<file path="config.mk">
export PLATFORM = sky130hd
export DESIGN_NAME = oca_option_config
export DESIGN_NICKNAME = d
export VERILOG_FILES = /design/src/oca_flash_guard.v /design/src/oca_option_config.v
export VERILOG_INCLUDE_DIRS = /design/src
export SDC_FILE = /design/constraint.sdc
export NUM_CORES = 1
export LEC_CHECK = 0
export BUFFER_PORTS_ARGS = -buffer_cell sky130_fd_sc_hd__buf_4
export CAP_MARGIN = 20
export CORE_MARGIN = 8
export CORE_UTILIZATION = 35
export CTS_BUF_LIST = sky130_fd_sc_hd__clkbuf_8
export DETAILED_ROUTE_END_ITERATION = 10
export HOLD_SLACK_MARGIN = 0.15
export PLACE_DENSITY = 0.66
export SLEW_MARGIN = 20
export SYNTH_ARGS = -nofsm -noshare
export SYNTH_HDL_FRONTEND = slang
export SYNTH_SLANG_ARGS = --single-unit
</file>
<file path="constraint.sdc">
create_clock -name clk_sys_i -period 2.4 [get_ports clk_sys_i]
set_input_delay 0.36 -clock clk_sys_i [delete_from_list [all_inputs] [get_ports clk_sys_i]]
set_output_delay 0.36 -clock clk_sys_i [all_outputs]
set_load 0.005 [all_outputs]
</file>
<file path="src/oca_consts.vh">
// constants for the option configuration access block
`ifndef OCA_CONSTS_VH
`define OCA_CONSTS_VH

// sfr byte addresses of the two access registers
`define OCA_ADDR_OPTION_INDEX   8'hFE
`define OCA_ADDR_OPTION_DATA    8'hFF

// option register addresses as loaded into option_index
`define OCA_IDX_WORD_ZERO       8'hC1
`define OCA_IDX_WORD_ONE        8'hC2
`define OCA_IDX_OSC_TRIM        8'h83

// reset values
`define OCA_RST_OPTION_INDEX    8'h00
`define OCA_RST_OPTION_WORD     8'h00
`define OCA_RST_OSC_TRIM        8'h80

// option_word_zero field positions
`define OCA_BIT_WATCHDOG_ON     7

// option_word_one field positions
`define OCA_BIT_DEBUG_DISABLE   4
`define OCA_RANGE_HI            3
`define OCA_RANGE_LO            2
`define OCA_BOOT_HI             1
`define OCA_BOOT_LO             0
`define OCA_BOOT_MASK           8'h03

// self-program range encodings
`define OCA_RANGE_NONE          2'b00
`define OCA_RANGE_LAST_1K       2'b01
`define OCA_RANGE_LAST_2K       2'b10
`define OCA_RANGE_ALL           2'b11

// flash geometry
`define OCA_FLASH_TOP           16'hFFFF
`define OCA_SIZE_1K             16'h0400
`define OCA_SIZE_2K             16'h0800
`define OCA_SIZE_4K             16'h1000

`endif

</file>
<file path="src/oca_flash_guard.v">
// flash access permission checker for self-programming and table reads
`timescale 1ns/1ns
`default_nettype none
`include "oca_consts.vh"

module oca_flash_guard
(
  input  wire [1:0]  boot_area_size_i,
  input  wire [1:0]  self_program_range_i,
  input  wire        exec_from_boot_i,
  input  wire [15:0] iap_addr_i,
  input  wire [15:0] table_addr_i,
  output wire        iap_allowed_o,
  output wire        table_allowed_o
);

  // ***********************************************
  // boot area geometry
  // ***********************************************

  // size in bytes reserved at the top of flash for the boot area
  function [15:0] boot_bytes;
    input [1:0] code;
    begin
      case (code)
        2'b01:   boot_bytes = `OCA_SIZE_1K;
        2'b10:   boot_bytes = `OCA_SIZE_2K;
        2'b11:   boot_bytes = `OCA_SIZE_4K;
        default: boot_bytes = 16'h0000;
      endcase
    end
  endfunction

  // true when an address falls inside the boot area
  function in_boot;
    input [1:0]  code;
    input [15:0] addr;
    begin
      in_boot = (code != 2'b00) &&
                ({1'b0, addr} > ({1'b0, `OCA_FLASH_TOP} - {1'b0, boot_bytes(code)}));
    end
  endfunction

  wire [15:0] app_end;
  wire        iap_in_boot;
  wire        table_in_boot;
  reg         window_ok;

  // application flash ends just below the boot area
  assign app_end = `OCA_FLASH_TOP - boot_bytes(boot_area_size_i);
  assign iap_in_boot   = in_boot(boot_area_size_i, iap_addr_i);
  assign table_in_boot = in_boot(boot_area_size_i, table_addr_i);

  // window of application flash open to self-programming
  always @*
  begin
    case (self_program_range_i)
      `OCA_RANGE_NONE:    window_ok = 1'b0;
      `OCA_RANGE_LAST_1K: window_ok = ({1'b0, iap_addr_i} + {1'b0, `OCA_SIZE_1K}) > {1'b0, app_end};
      `OCA_RANGE_LAST_2K: window_ok = ({1'b0, iap_addr_i} + {1'b0, `OCA_SIZE_2K}) > {1'b0, app_end};
      default:            window_ok = 1'b1;
    endcase
  end

  // boot area never programmable; boot code ignores the window
  assign iap_allowed_o = !iap_in_boot && (exec_from_boot_i || window_ok);

  // boot code may read both areas; application code may not read boot
  assign table_allowed_o = exec_from_boot_i || !table_in_boot;

endmodule
`default_nettype wire

</file>
<file path="src/oca_option_config.v">
// option configuration access block: index/data registers and option words
// What this block does
// - index register selects option register; data register reads/writes the selected one
// - debug disable bit 0 gives pins to debug; 1 makes them normal I/O
// - range field 00 none, 01 last 1K, 10 last 2K, 11 all application flash
// - running from boot area ignores range, whole application flash programmable
// - self-programming of the boot area is always refused
// - boot code table-reads both areas; application code cannot program boot
// - boot size field read-only; 00 means no boot, application 0000H-FFFFH
// - nonzero boot size reserves top of flash, shrinking application space
// - each trim step moves oscillator frequency about 0.18 percent
// - trim register loaded with factory 32MHz value after every power-on
// - watchdog on runs but pauses during self-programming; off means inactive
`timescale 1ns/1ns
`default_nettype none
`include "oca_consts.vh"

module oca_option_config
(
  input  wire        clk_sys_i,
  input  wire        reset_n_i,
  // special function register bus
  input  wire [7:0]  sfr_addr_i,
  input  wire [7:0]  sfr_wdata_i,
  input  wire        sfr_wr_i,
  input  wire        sfr_rd_i,
  output reg  [7:0]  sfr_rdata_o,
  // factory values presented by the option flash loader
  input  wire [7:0]  option_word_zero_init_i,
  input  wire [7:0]  option_word_one_init_i,
  input  wire [7:0]  oscillator_trim_init_i,
  // flash access requests
  input  wire        exec_from_boot_i,
  input  wire [15:0] iap_addr_i,
  input  wire [15:0] table_addr_i,
  input  wire        iap_busy_i,
  output wire        iap_allowed_o,
  output wire        table_allowed_o,
  // controls to the rest of the chip
  output reg         debug_port_enable_o,
  output reg         watchdog_count_en_o,
  output reg  [7:0]  oscillator_trim_o,
  output reg         options_loaded_o
);

  // ***********************************************
  // registers
  // ***********************************************

  reg  [7:0] option_index;
  reg  [7:0] option_word_zero;
  reg  [7:0] option_word_one;
  reg  [7:0] oscillator_trim;
  reg        load_pending;

  reg  [7:0] next_selected;
  reg  [7:0] next_word_one;

  wire       wr_index;
  wire       wr_data;
  wire       rd_data;
  wire       rd_index;

  // ***********************************************
  // bus decode
  // ***********************************************

  // decode of the two access addresses
  assign wr_index = sfr_wr_i && (sfr_addr_i == `OCA_ADDR_OPTION_INDEX);
  assign wr_data  = sfr_wr_i && (sfr_addr_i == `OCA_ADDR_OPTION_DATA);
  assign rd_index = sfr_rd_i && (sfr_addr_i == `OCA_ADDR_OPTION_INDEX);
  assign rd_data  = sfr_rd_i && (sfr_addr_i == `OCA_ADDR_OPTION_DATA);

  // value of the option register selected by the index
  always @*
  begin
    if (option_index == `OCA_IDX_WORD_ZERO)
    begin
      next_selected = option_word_zero;
    end
    else if (option_index == `OCA_IDX_WORD_ONE)
    begin
      next_selected = option_word_one;
    end
    else if (option_index == `OCA_IDX_OSC_TRIM)
    begin
      next_selected = oscillator_trim;
    end
    else
    begin
      next_selected = 8'h00;  // undefined option address reads zero
    end
  end

  // boot size bits keep their value on a write
  always @*
  begin
    next_word_one = (sfr_wdata_i & ~`OCA_BOOT_MASK) | (option_word_one & `OCA_BOOT_MASK);
  end

  // ***********************************************
  // index register
  // ***********************************************

  // index holds the selected option address
  always @(posedge clk_sys_i)
  begin
    if (!reset_n_i)
    begin
      option_index <= `OCA_RST_OPTION_INDEX;
    end
    else if (wr_index)
    begin
      option_index <= sfr_wdata_i;
    end
  end

  // ***********************************************
  // option registers
  // ***********************************************

  // factory load in the first cycle after reset, then software writes
  always @(posedge clk_sys_i)
  begin
    if (!reset_n_i)
    begin
      option_word_zero <= `OCA_RST_OPTION_WORD;
      option_word_one  <= `OCA_RST_OPTION_WORD;
      oscillator_trim  <= `OCA_RST_OSC_TRIM;
      load_pending     <= 1'b1;
    end
    else if (load_pending)
    begin
      option_word_zero <= option_word_zero_init_i;
      option_word_one  <= option_word_one_init_i;
      oscillator_trim  <= oscillator_trim_init_i;
      load_pending     <= 1'b0;
    end
    else if (wr_data)
    begin
      // undefined index: the write is dropped
      if (option_index == `OCA_IDX_WORD_ZERO)
      begin
        option_word_zero <= sfr_wdata_i;
      end
      else if (option_index == `OCA_IDX_WORD_ONE)
      begin
        option_word_one <= next_word_one;
      end
      else if (option_index == `OCA_IDX_OSC_TRIM)
      begin
        oscillator_trim <= sfr_wdata_i;
      end
    end
  end

  // ***********************************************
  // read data
  // ***********************************************

  // read data registered, valid the cycle after the strobe
  always @(posedge clk_sys_i)
  begin
    if (!reset_n_i)
    begin
      sfr_rdata_o <= 8'h00;
    end
    else if (rd_index)
    begin
      sfr_rdata_o <= option_index;
    end
    else if (rd_data)
    begin
      sfr_rdata_o <= next_selected;
    end
  end

  // ***********************************************
  // control outputs
  // ***********************************************

  // controls driven from the live option words
  always @(posedge clk_sys_i)
  begin
    if (!reset_n_i)
    begin
      debug_port_enable_o <= 1'b0;
      watchdog_count_en_o <= 1'b0;
      oscillator_trim_o   <= `OCA_RST_OSC_TRIM;
      options_loaded_o    <= 1'b0;
    end
    else
    begin
      debug_port_enable_o <= !option_word_one[`OCA_BIT_DEBUG_DISABLE] && !load_pending;
      watchdog_count_en_o <= option_word_zero[`OCA_BIT_WATCHDOG_ON] && !iap_busy_i
                             && !load_pending;
      oscillator_trim_o   <= oscillator_trim;
      options_loaded_o    <= !load_pending;
    end
  end

  // ***********************************************
  // flash access guard
  // ***********************************************

  oca_flash_guard u_guard
  (
    .boot_area_size_i     (option_word_one[`OCA_BOOT_HI:`OCA_BOOT_LO]),
    .self_program_range_i (option_word_one[`OCA_RANGE_HI:`OCA_RANGE_LO]),
    .exec_from_boot_i     (exec_from_boot_i),
    .iap_addr_i           (iap_addr_i),
    .table_addr_i         (table_addr_i),
    .iap_allowed_o        (iap_allowed_o),
    .table_allowed_o      (table_allowed_o)
  );

endmodule
`default_nettype wire

</file>
# Word-level counts from Yosys, hierarchy flattened
# Index checks and enable logic that the tools add are counted.
[word_totals]
elab_cells = 78
mem_bits_rw = 0
out_inout_bits = 21
ff_bits = 52
mem_count = 0
mem_bits_ro = 0
latchBits = 0
input_bits = 78
[op_classes]
shifts = 0
div = 0
n_mux = 20
eq_ne = 12
reduce_logical = 27
bitwise = 1
mul = 0
magnitude_cmp = 4
addsub = 4
[ops]
columns = ["op", "n"]
rows = [
  ["$mux 8", 17],
  ["$eq 8x8->1 const B", 5],
  ["$pmux 13 s3", 1],
  ["$gt 16x17->1", 2],
  ["$gt 17x16->1", 2],
  ["$add 16x11->17 const B", 1],
  ["$add 16x12->17 const B", 1],
  ["$sub 16x13->17 const A", 1],
  ["$sub 1x14->15 const A", 1],
  ["$reduce_bool 2->1", 6],
  ["$logic_and 1x1->1", 10],
  ["$or 8x2->8", 1],
  ["$eq 2x2->1 const B", 3],
  ["$logic_not 1->1", 5],
  ["$eq 2x1->1 const B", 2],
  ["$ne 2x2->1 const B", 2],
  ["$reduce_and 4->1", 1],
  ["$pmux 1 s3", 1],
  ["$reduce_and 3->1", 1],
  ["$logic_not 2->1", 1],
  ["$logic_or 1x1->1", 2],
  ["$reduce_and 2->1", 1],
  ["$mux 1", 1],
]

# Logic depth before layout (Yosys ltp)
[depth]
ltp_word = 7
ltp_mapped = 8
mapped_depth_nobuf = 7

# Cells and area by module
# A second synthesis with hierarchy kept.
[unflattened]
hier_cells = 353
area_unflattened_um2 = 3047.9
[modules_own_cells]
columns = ["module", "cells_each", "seq_area_each_um2", "area_per_inst_um2", "instances"]
rows = [
  ["oca_option_config", 286, 1041.0, 2565.0, 1],
  ["oca_flash_guard", 67, 0.0, 483.0, 1],
]

# Worst setup path after synthesis
# Ideal clock, no wire load.
[synth_path]
path_type = "input to output"
startpoint = "input port iap_addr_i[10]"
endpoint = "output port iap_allowed_o"
n_path_buf = 0
required_time_ps = 2040
t_arrival_ps = 1602
setup_slack_ps = 438
path_stages = 7
path_cell_list = "ha_1 xor2_1 ha_1 o21a_1 o21ai_0 o31ai_1 o311a_1"
[synth_via]
elab_chain_len = 5
word_cells_on_any_way = 10
classes_between = "add/sub: 2; order compare: 3; mux: 1; reduce/logical: 4"
[synth_rtl]
columns = ["element", "line", "source"]
rows = [
  ["from (decl)", "oca_option_config.v:34", "input wire [15:0] iap_addr_i,"],
  ["$add 16x12->17 / $add 16x11->17 (equally long branches)", "oca_flash_guard.v:60, oca_flash_guard.v:59", ""],
  ["$gt 17x16->1, on equally long branches", "oca_flash_guard.v:60, oca_flash_guard.v:59", ""],
  ["$pmux 1 s3", "oca_flash_guard.v:57", "case (self_program_range_i)"],
  ["$logic_or 1x1->1", "oca_flash_guard.v:66", "assign iap_allowed_o = !iap_in_boot && (exec_from_boot_i || window_ok);"],
  ["$logic_and 1x1->1 (*)", "oca_flash_guard.v:66", ""],
  ["to (decl)", "oca_option_config.v:37", "output wire iap_allowed_o,"],
]
# Mark *: on every way between the ends. The rest lies on a longest branch, timed or not.

# Final worst setup path
[layout_path]
startpoint = "register option_word_one[0]"
endpoint = "output port iap_allowed_o"
[layout_via]
elab_chain_len = 7
word_cells_on_any_way = 15
classes_between = "add/sub: 2; order compare: 3; eq/ne: 3; mux: 2; reduce/logical: 5"
[layout_rtl]
columns = ["element", "line", "source"]
rows = [
  ["from (decl)", "oca_option_config.v:52", "reg [7:0] option_word_one;"],
  ["from (signal assigned)", "oca_option_config.v:128", "option_word_one <= `OCA_RST_OPTION_WORD;"],
  ["from (signal assigned)", "oca_option_config.v:135", "option_word_one <= option_word_one_init_i;"],
  ["from (signal assigned)", "oca_option_config.v:148", "option_word_one <= next_word_one;"],
  ["$eq 2x2->1 / $eq 2x1->1 (equally long branches)", "oca_flash_guard.v:25", "case (code)"],
  ["$pmux 13 s3", "oca_flash_guard.v:25", ""],
  ["$sub 1x14->15 (no source line) / $sub 16x13->17 (equally long branches)", "--", ""],
  ["$gt 17x16->1 (tied with other cells)", "oca_flash_guard.v:60", "`OCA_RANGE_LAST_2K: window_ok = ({1'b0, iap_addr_i} + {1'b0, `OCA_SIZE_2K}) > {1'b0, app_end};"],
  ["$pmux 1 s3 / $logic_and 1x1->1 (equally long branches)", "oca_flash_guard.v:57, oca_flash_guard.v:39", ""],
  ["$logic_or 1x1->1 / $logic_not 1->1 (equally long branches)", "oca_flash_guard.v:66", ""],
  ["$logic_and 1x1->1 (*)", "oca_flash_guard.v:66", ""],
]
# Marks and branches as above.

==> impl_metrics.yaml <==
pwr:
  total_power_mw: 1.75
  power_density_nw_per_um2: 452
  leakagePower_nw: 1.66
  ir_worst_vdd_mv: 0.269
sta:
  period_minus_slack_ns: 2.38
  hold_viol_final: 0
  finalMaxSlewViolations: 0
  slew-limit-headroom_pct: 45.1
  hold_slack_ns: 0.195
  setup_viol: 0
  clock_skew_ns: 0.00659
  rsz0062_at_grt: "true"
  fin_crit_sh_pct: 99.3
  tightest_slew_ns: 0.822
  fmax_ghz: 0.420
clocking:
  clkTransAtPathRegs_ns: 0.10
  cts.htree.levels: 2
  clockBufferDepth: 2
  cts_hold_buf: 0
  cts_root_buf: "clkbuf_8"
  clk_latency_ns: 0.31
  cts.sinks: 52
  cts_made_buffers: 5
  cts_tree: "done"
yosys:
  yosys.area_share.simple_pct: 26.4
  synth_top_area_share_pct: 35.8
  synth_compound_area_share_pct: 21.7
  synth_cell_type_count: 47
  netlist_top_cells_count: "52 x dfxtp_1, 37 x nor2_1, 25 x a21oi_1"
  syn_nets: 431
  synth_edf_count: 0
  synth_xor_area_share_pct: 0.904
  yosysWarnings: 0
  synthCells: 340
  muxShareOfSynthArea_pct: 3.79
  ys.flop_type: "dfxtp_1"
  synth.most_common_cell: "dfxtp_1"
  synthesis.area_um2: 2910
  syn_avg_cell_area_um2: 8.54
  yosysSeqAreaShare_pct: 35.8
  synth_area_leaders: "dfxtp_1 36%, ha_1 5.6%, nor2_1 4.8%"
  synth_top_family_by_area: "simple AND/OR/NAND/NOR gates"
  synth_seq_cells: 52
  synth_fa_ha_area_share_pct: 5.60
  yosys.area.top_type: "dfxtp_1"
  synthArstFlopShare_pct: 0
drt:
  drc_errors: 0
  ant_nets: 0
  route.met2.wl_um: 4680
  num_vias: 2871
  wire_per_inst_um: 17.1
  met1Wirelength_um: 3790
  initialDrtViolationCount: 128
  viasPerCell: 5.35
  dr.pass1.iters: 5
  wl_um: 9170
  highest_layer: "met4"
  wl_met3_um: 600
global_routing:
  grt_first_pass_wirelength_um: 14000
  grt_pass1_vias: 2863
  grt_usage_pct: 15.2
  gr-total-overflow: 0
  antenna_found_initial: 0
  grt_max_degree: 32
min_path:
  hold_class: "in -> reg"
finish:
  final_cells: 537
  area_growth_pct: 33.5
  final_nets: 522
  n_antenna_cell: 0
  fin_area_um2: 3880
  drive_gt1_share_pct: 31.7
  nFillCells: 807
place:
  dpl_cell_area_um2: 3700
  dp_hpwl_um: 7150
  dp_cells: 527
  port_buffers: 98
  gp_congestion: 0.838
floorplanning:
  start_util_pct: 35.7
  die_h_um: 107
  fp.dieArea_um2: 11500
  die_w_um: 107
  fp-row-count: 33
  ios: 99
  core-area_um2: 8130
setup_path:
  worstPathMaxFanout: 6
  critPathRequiredTime_ns: 2.04
  cp_slowest_cell: "dfxtp_4"
  worst_setup_path_end_kind: "output port"
  path_class: "reg -> out"
  r2r_slack_ns: 0.47
  startpoint_type: "flop"
  arrival_ns: 2.02
  slowest_delay_ns: 0.37
  path_cells: "nor2b_4 -> ha_4 -> inv_2 -> nor4_4 -> mux2i_1 -> o31ai_1 -> o311a_1 -> buf_4"
job:
  cap_violations: 0
status:
  outcome: "completed"
==> cell usage in the layout, fill, tap and decap left out, types with 5 or more instances in the layout <==
master,instances
nand2b_1,9
a31oi_1,11
nand4_1,6
or3_1,9
nor3_1,16
a22oi_1,8
nor2_1,37
nand3_1,6
o21ai_0,22
ha_1,10
nand2_1,10
buf_4,107
clkbuf_8,5
a211oi_1,10
nor3b_1,7
and2_1,7
a21oi_1,25
a21o_1,10
mux2i_1,11
dfxtp_1,50
inv_1,7
==> routing by layer <==
layer	GRT usage, %	vias up
met2	27.1	87
met5	0	-
li1	-	1431
met4	3.62	0
met1	17.5	1344
met3	4.26	9
==> sequential cells by signal, indices dropped and copies added (netlist names) <==
signal and count:
debug_port_enable_o 1, load_pending 1, option_index 8, option_word_one 8, option_word_zero 8, options_loaded_o 1, oscillator_trim 8, oscillator_trim_o 8
sfr_rdata_o 8, watchdog_count_en_o 1
==> worst paths after layout <==
kind	from	end	cells past startpoint
worst min-delay path	iap_busy_i	watchdog_count_en_o	2
worst max-delay path	option_word_one[0]	iap_allowed_o	8
worst max register to register	option_index[0]	option_word_one[7]	4
worst min register to register	option_word_zero[2]	option_word_zero[2]	2
==> layout make-up <==
class / count / area [um^2] / area share, %
clock buffer: 5 / 68.8 / 1.77
clock inverter: 3 / 22.5 / 0.580
inverter: 9 / 36.3 / 0.935
multi-input combinational: 256 / 1770 / 45.6
sequential: 52 / 1050 / 27.0
tap: 105 / 131 / 3.39
timing repair buffer: 107 / 803 / 20.7
==> metrics by stage <==
stage | setup TNS, ns | setup slack [ns] | util [%]
2_1_floorplan | 0 | 0.438 | -
3_3_place_gp | 0 | 0.149 | 45.4
3_5_place_dp | 0 | 0.0813 | 45.4
4_1_cts | 0 | 0.00873 | 46.9
5_1_grt | -0.101 | -0.101 | 47.7
6_report | 0 | 0.0170 | 47.7
==> report_power, final <==
part | internal (mW) | switching [mW]
clock network | 0.209 | 0.303
registers | 0.899 | 0.0274
logic | 0.168 | 0.147
total | 1.28 | 0.478
==> worst max-delay path: cells and delay by family (launching register included) <==
family                   cells  cell delay (ns)
AO/OA/AOI/OAI                2             0.44
AND/OR/NAND/NOR              2             0.39
flip-flops                   1             0.37
adder cells (fa/ha/maj)      1             0.26
buffers and inverters        2             0.15
multiplexers                 1             0.10
==> kinds of logic after synthesis <==
kind of cell	after synthesis
multiplexers	11
XOR/XNOR	3
adder cells (fa/ha/maj)	13
flip-flops	52
AO/OA/AOI/OAI	98
buffers and inverters	32
AND/OR/NAND/NOR	131
==> timing repair <==
item | in CTS | in global routing
buffers inserted | 0 | 2
pin swaps | 4 | 4
gates resized for setup | 5 | 11
endpoints found under the setup margin | 2 | 2
(Power assumes the default switching activity.)
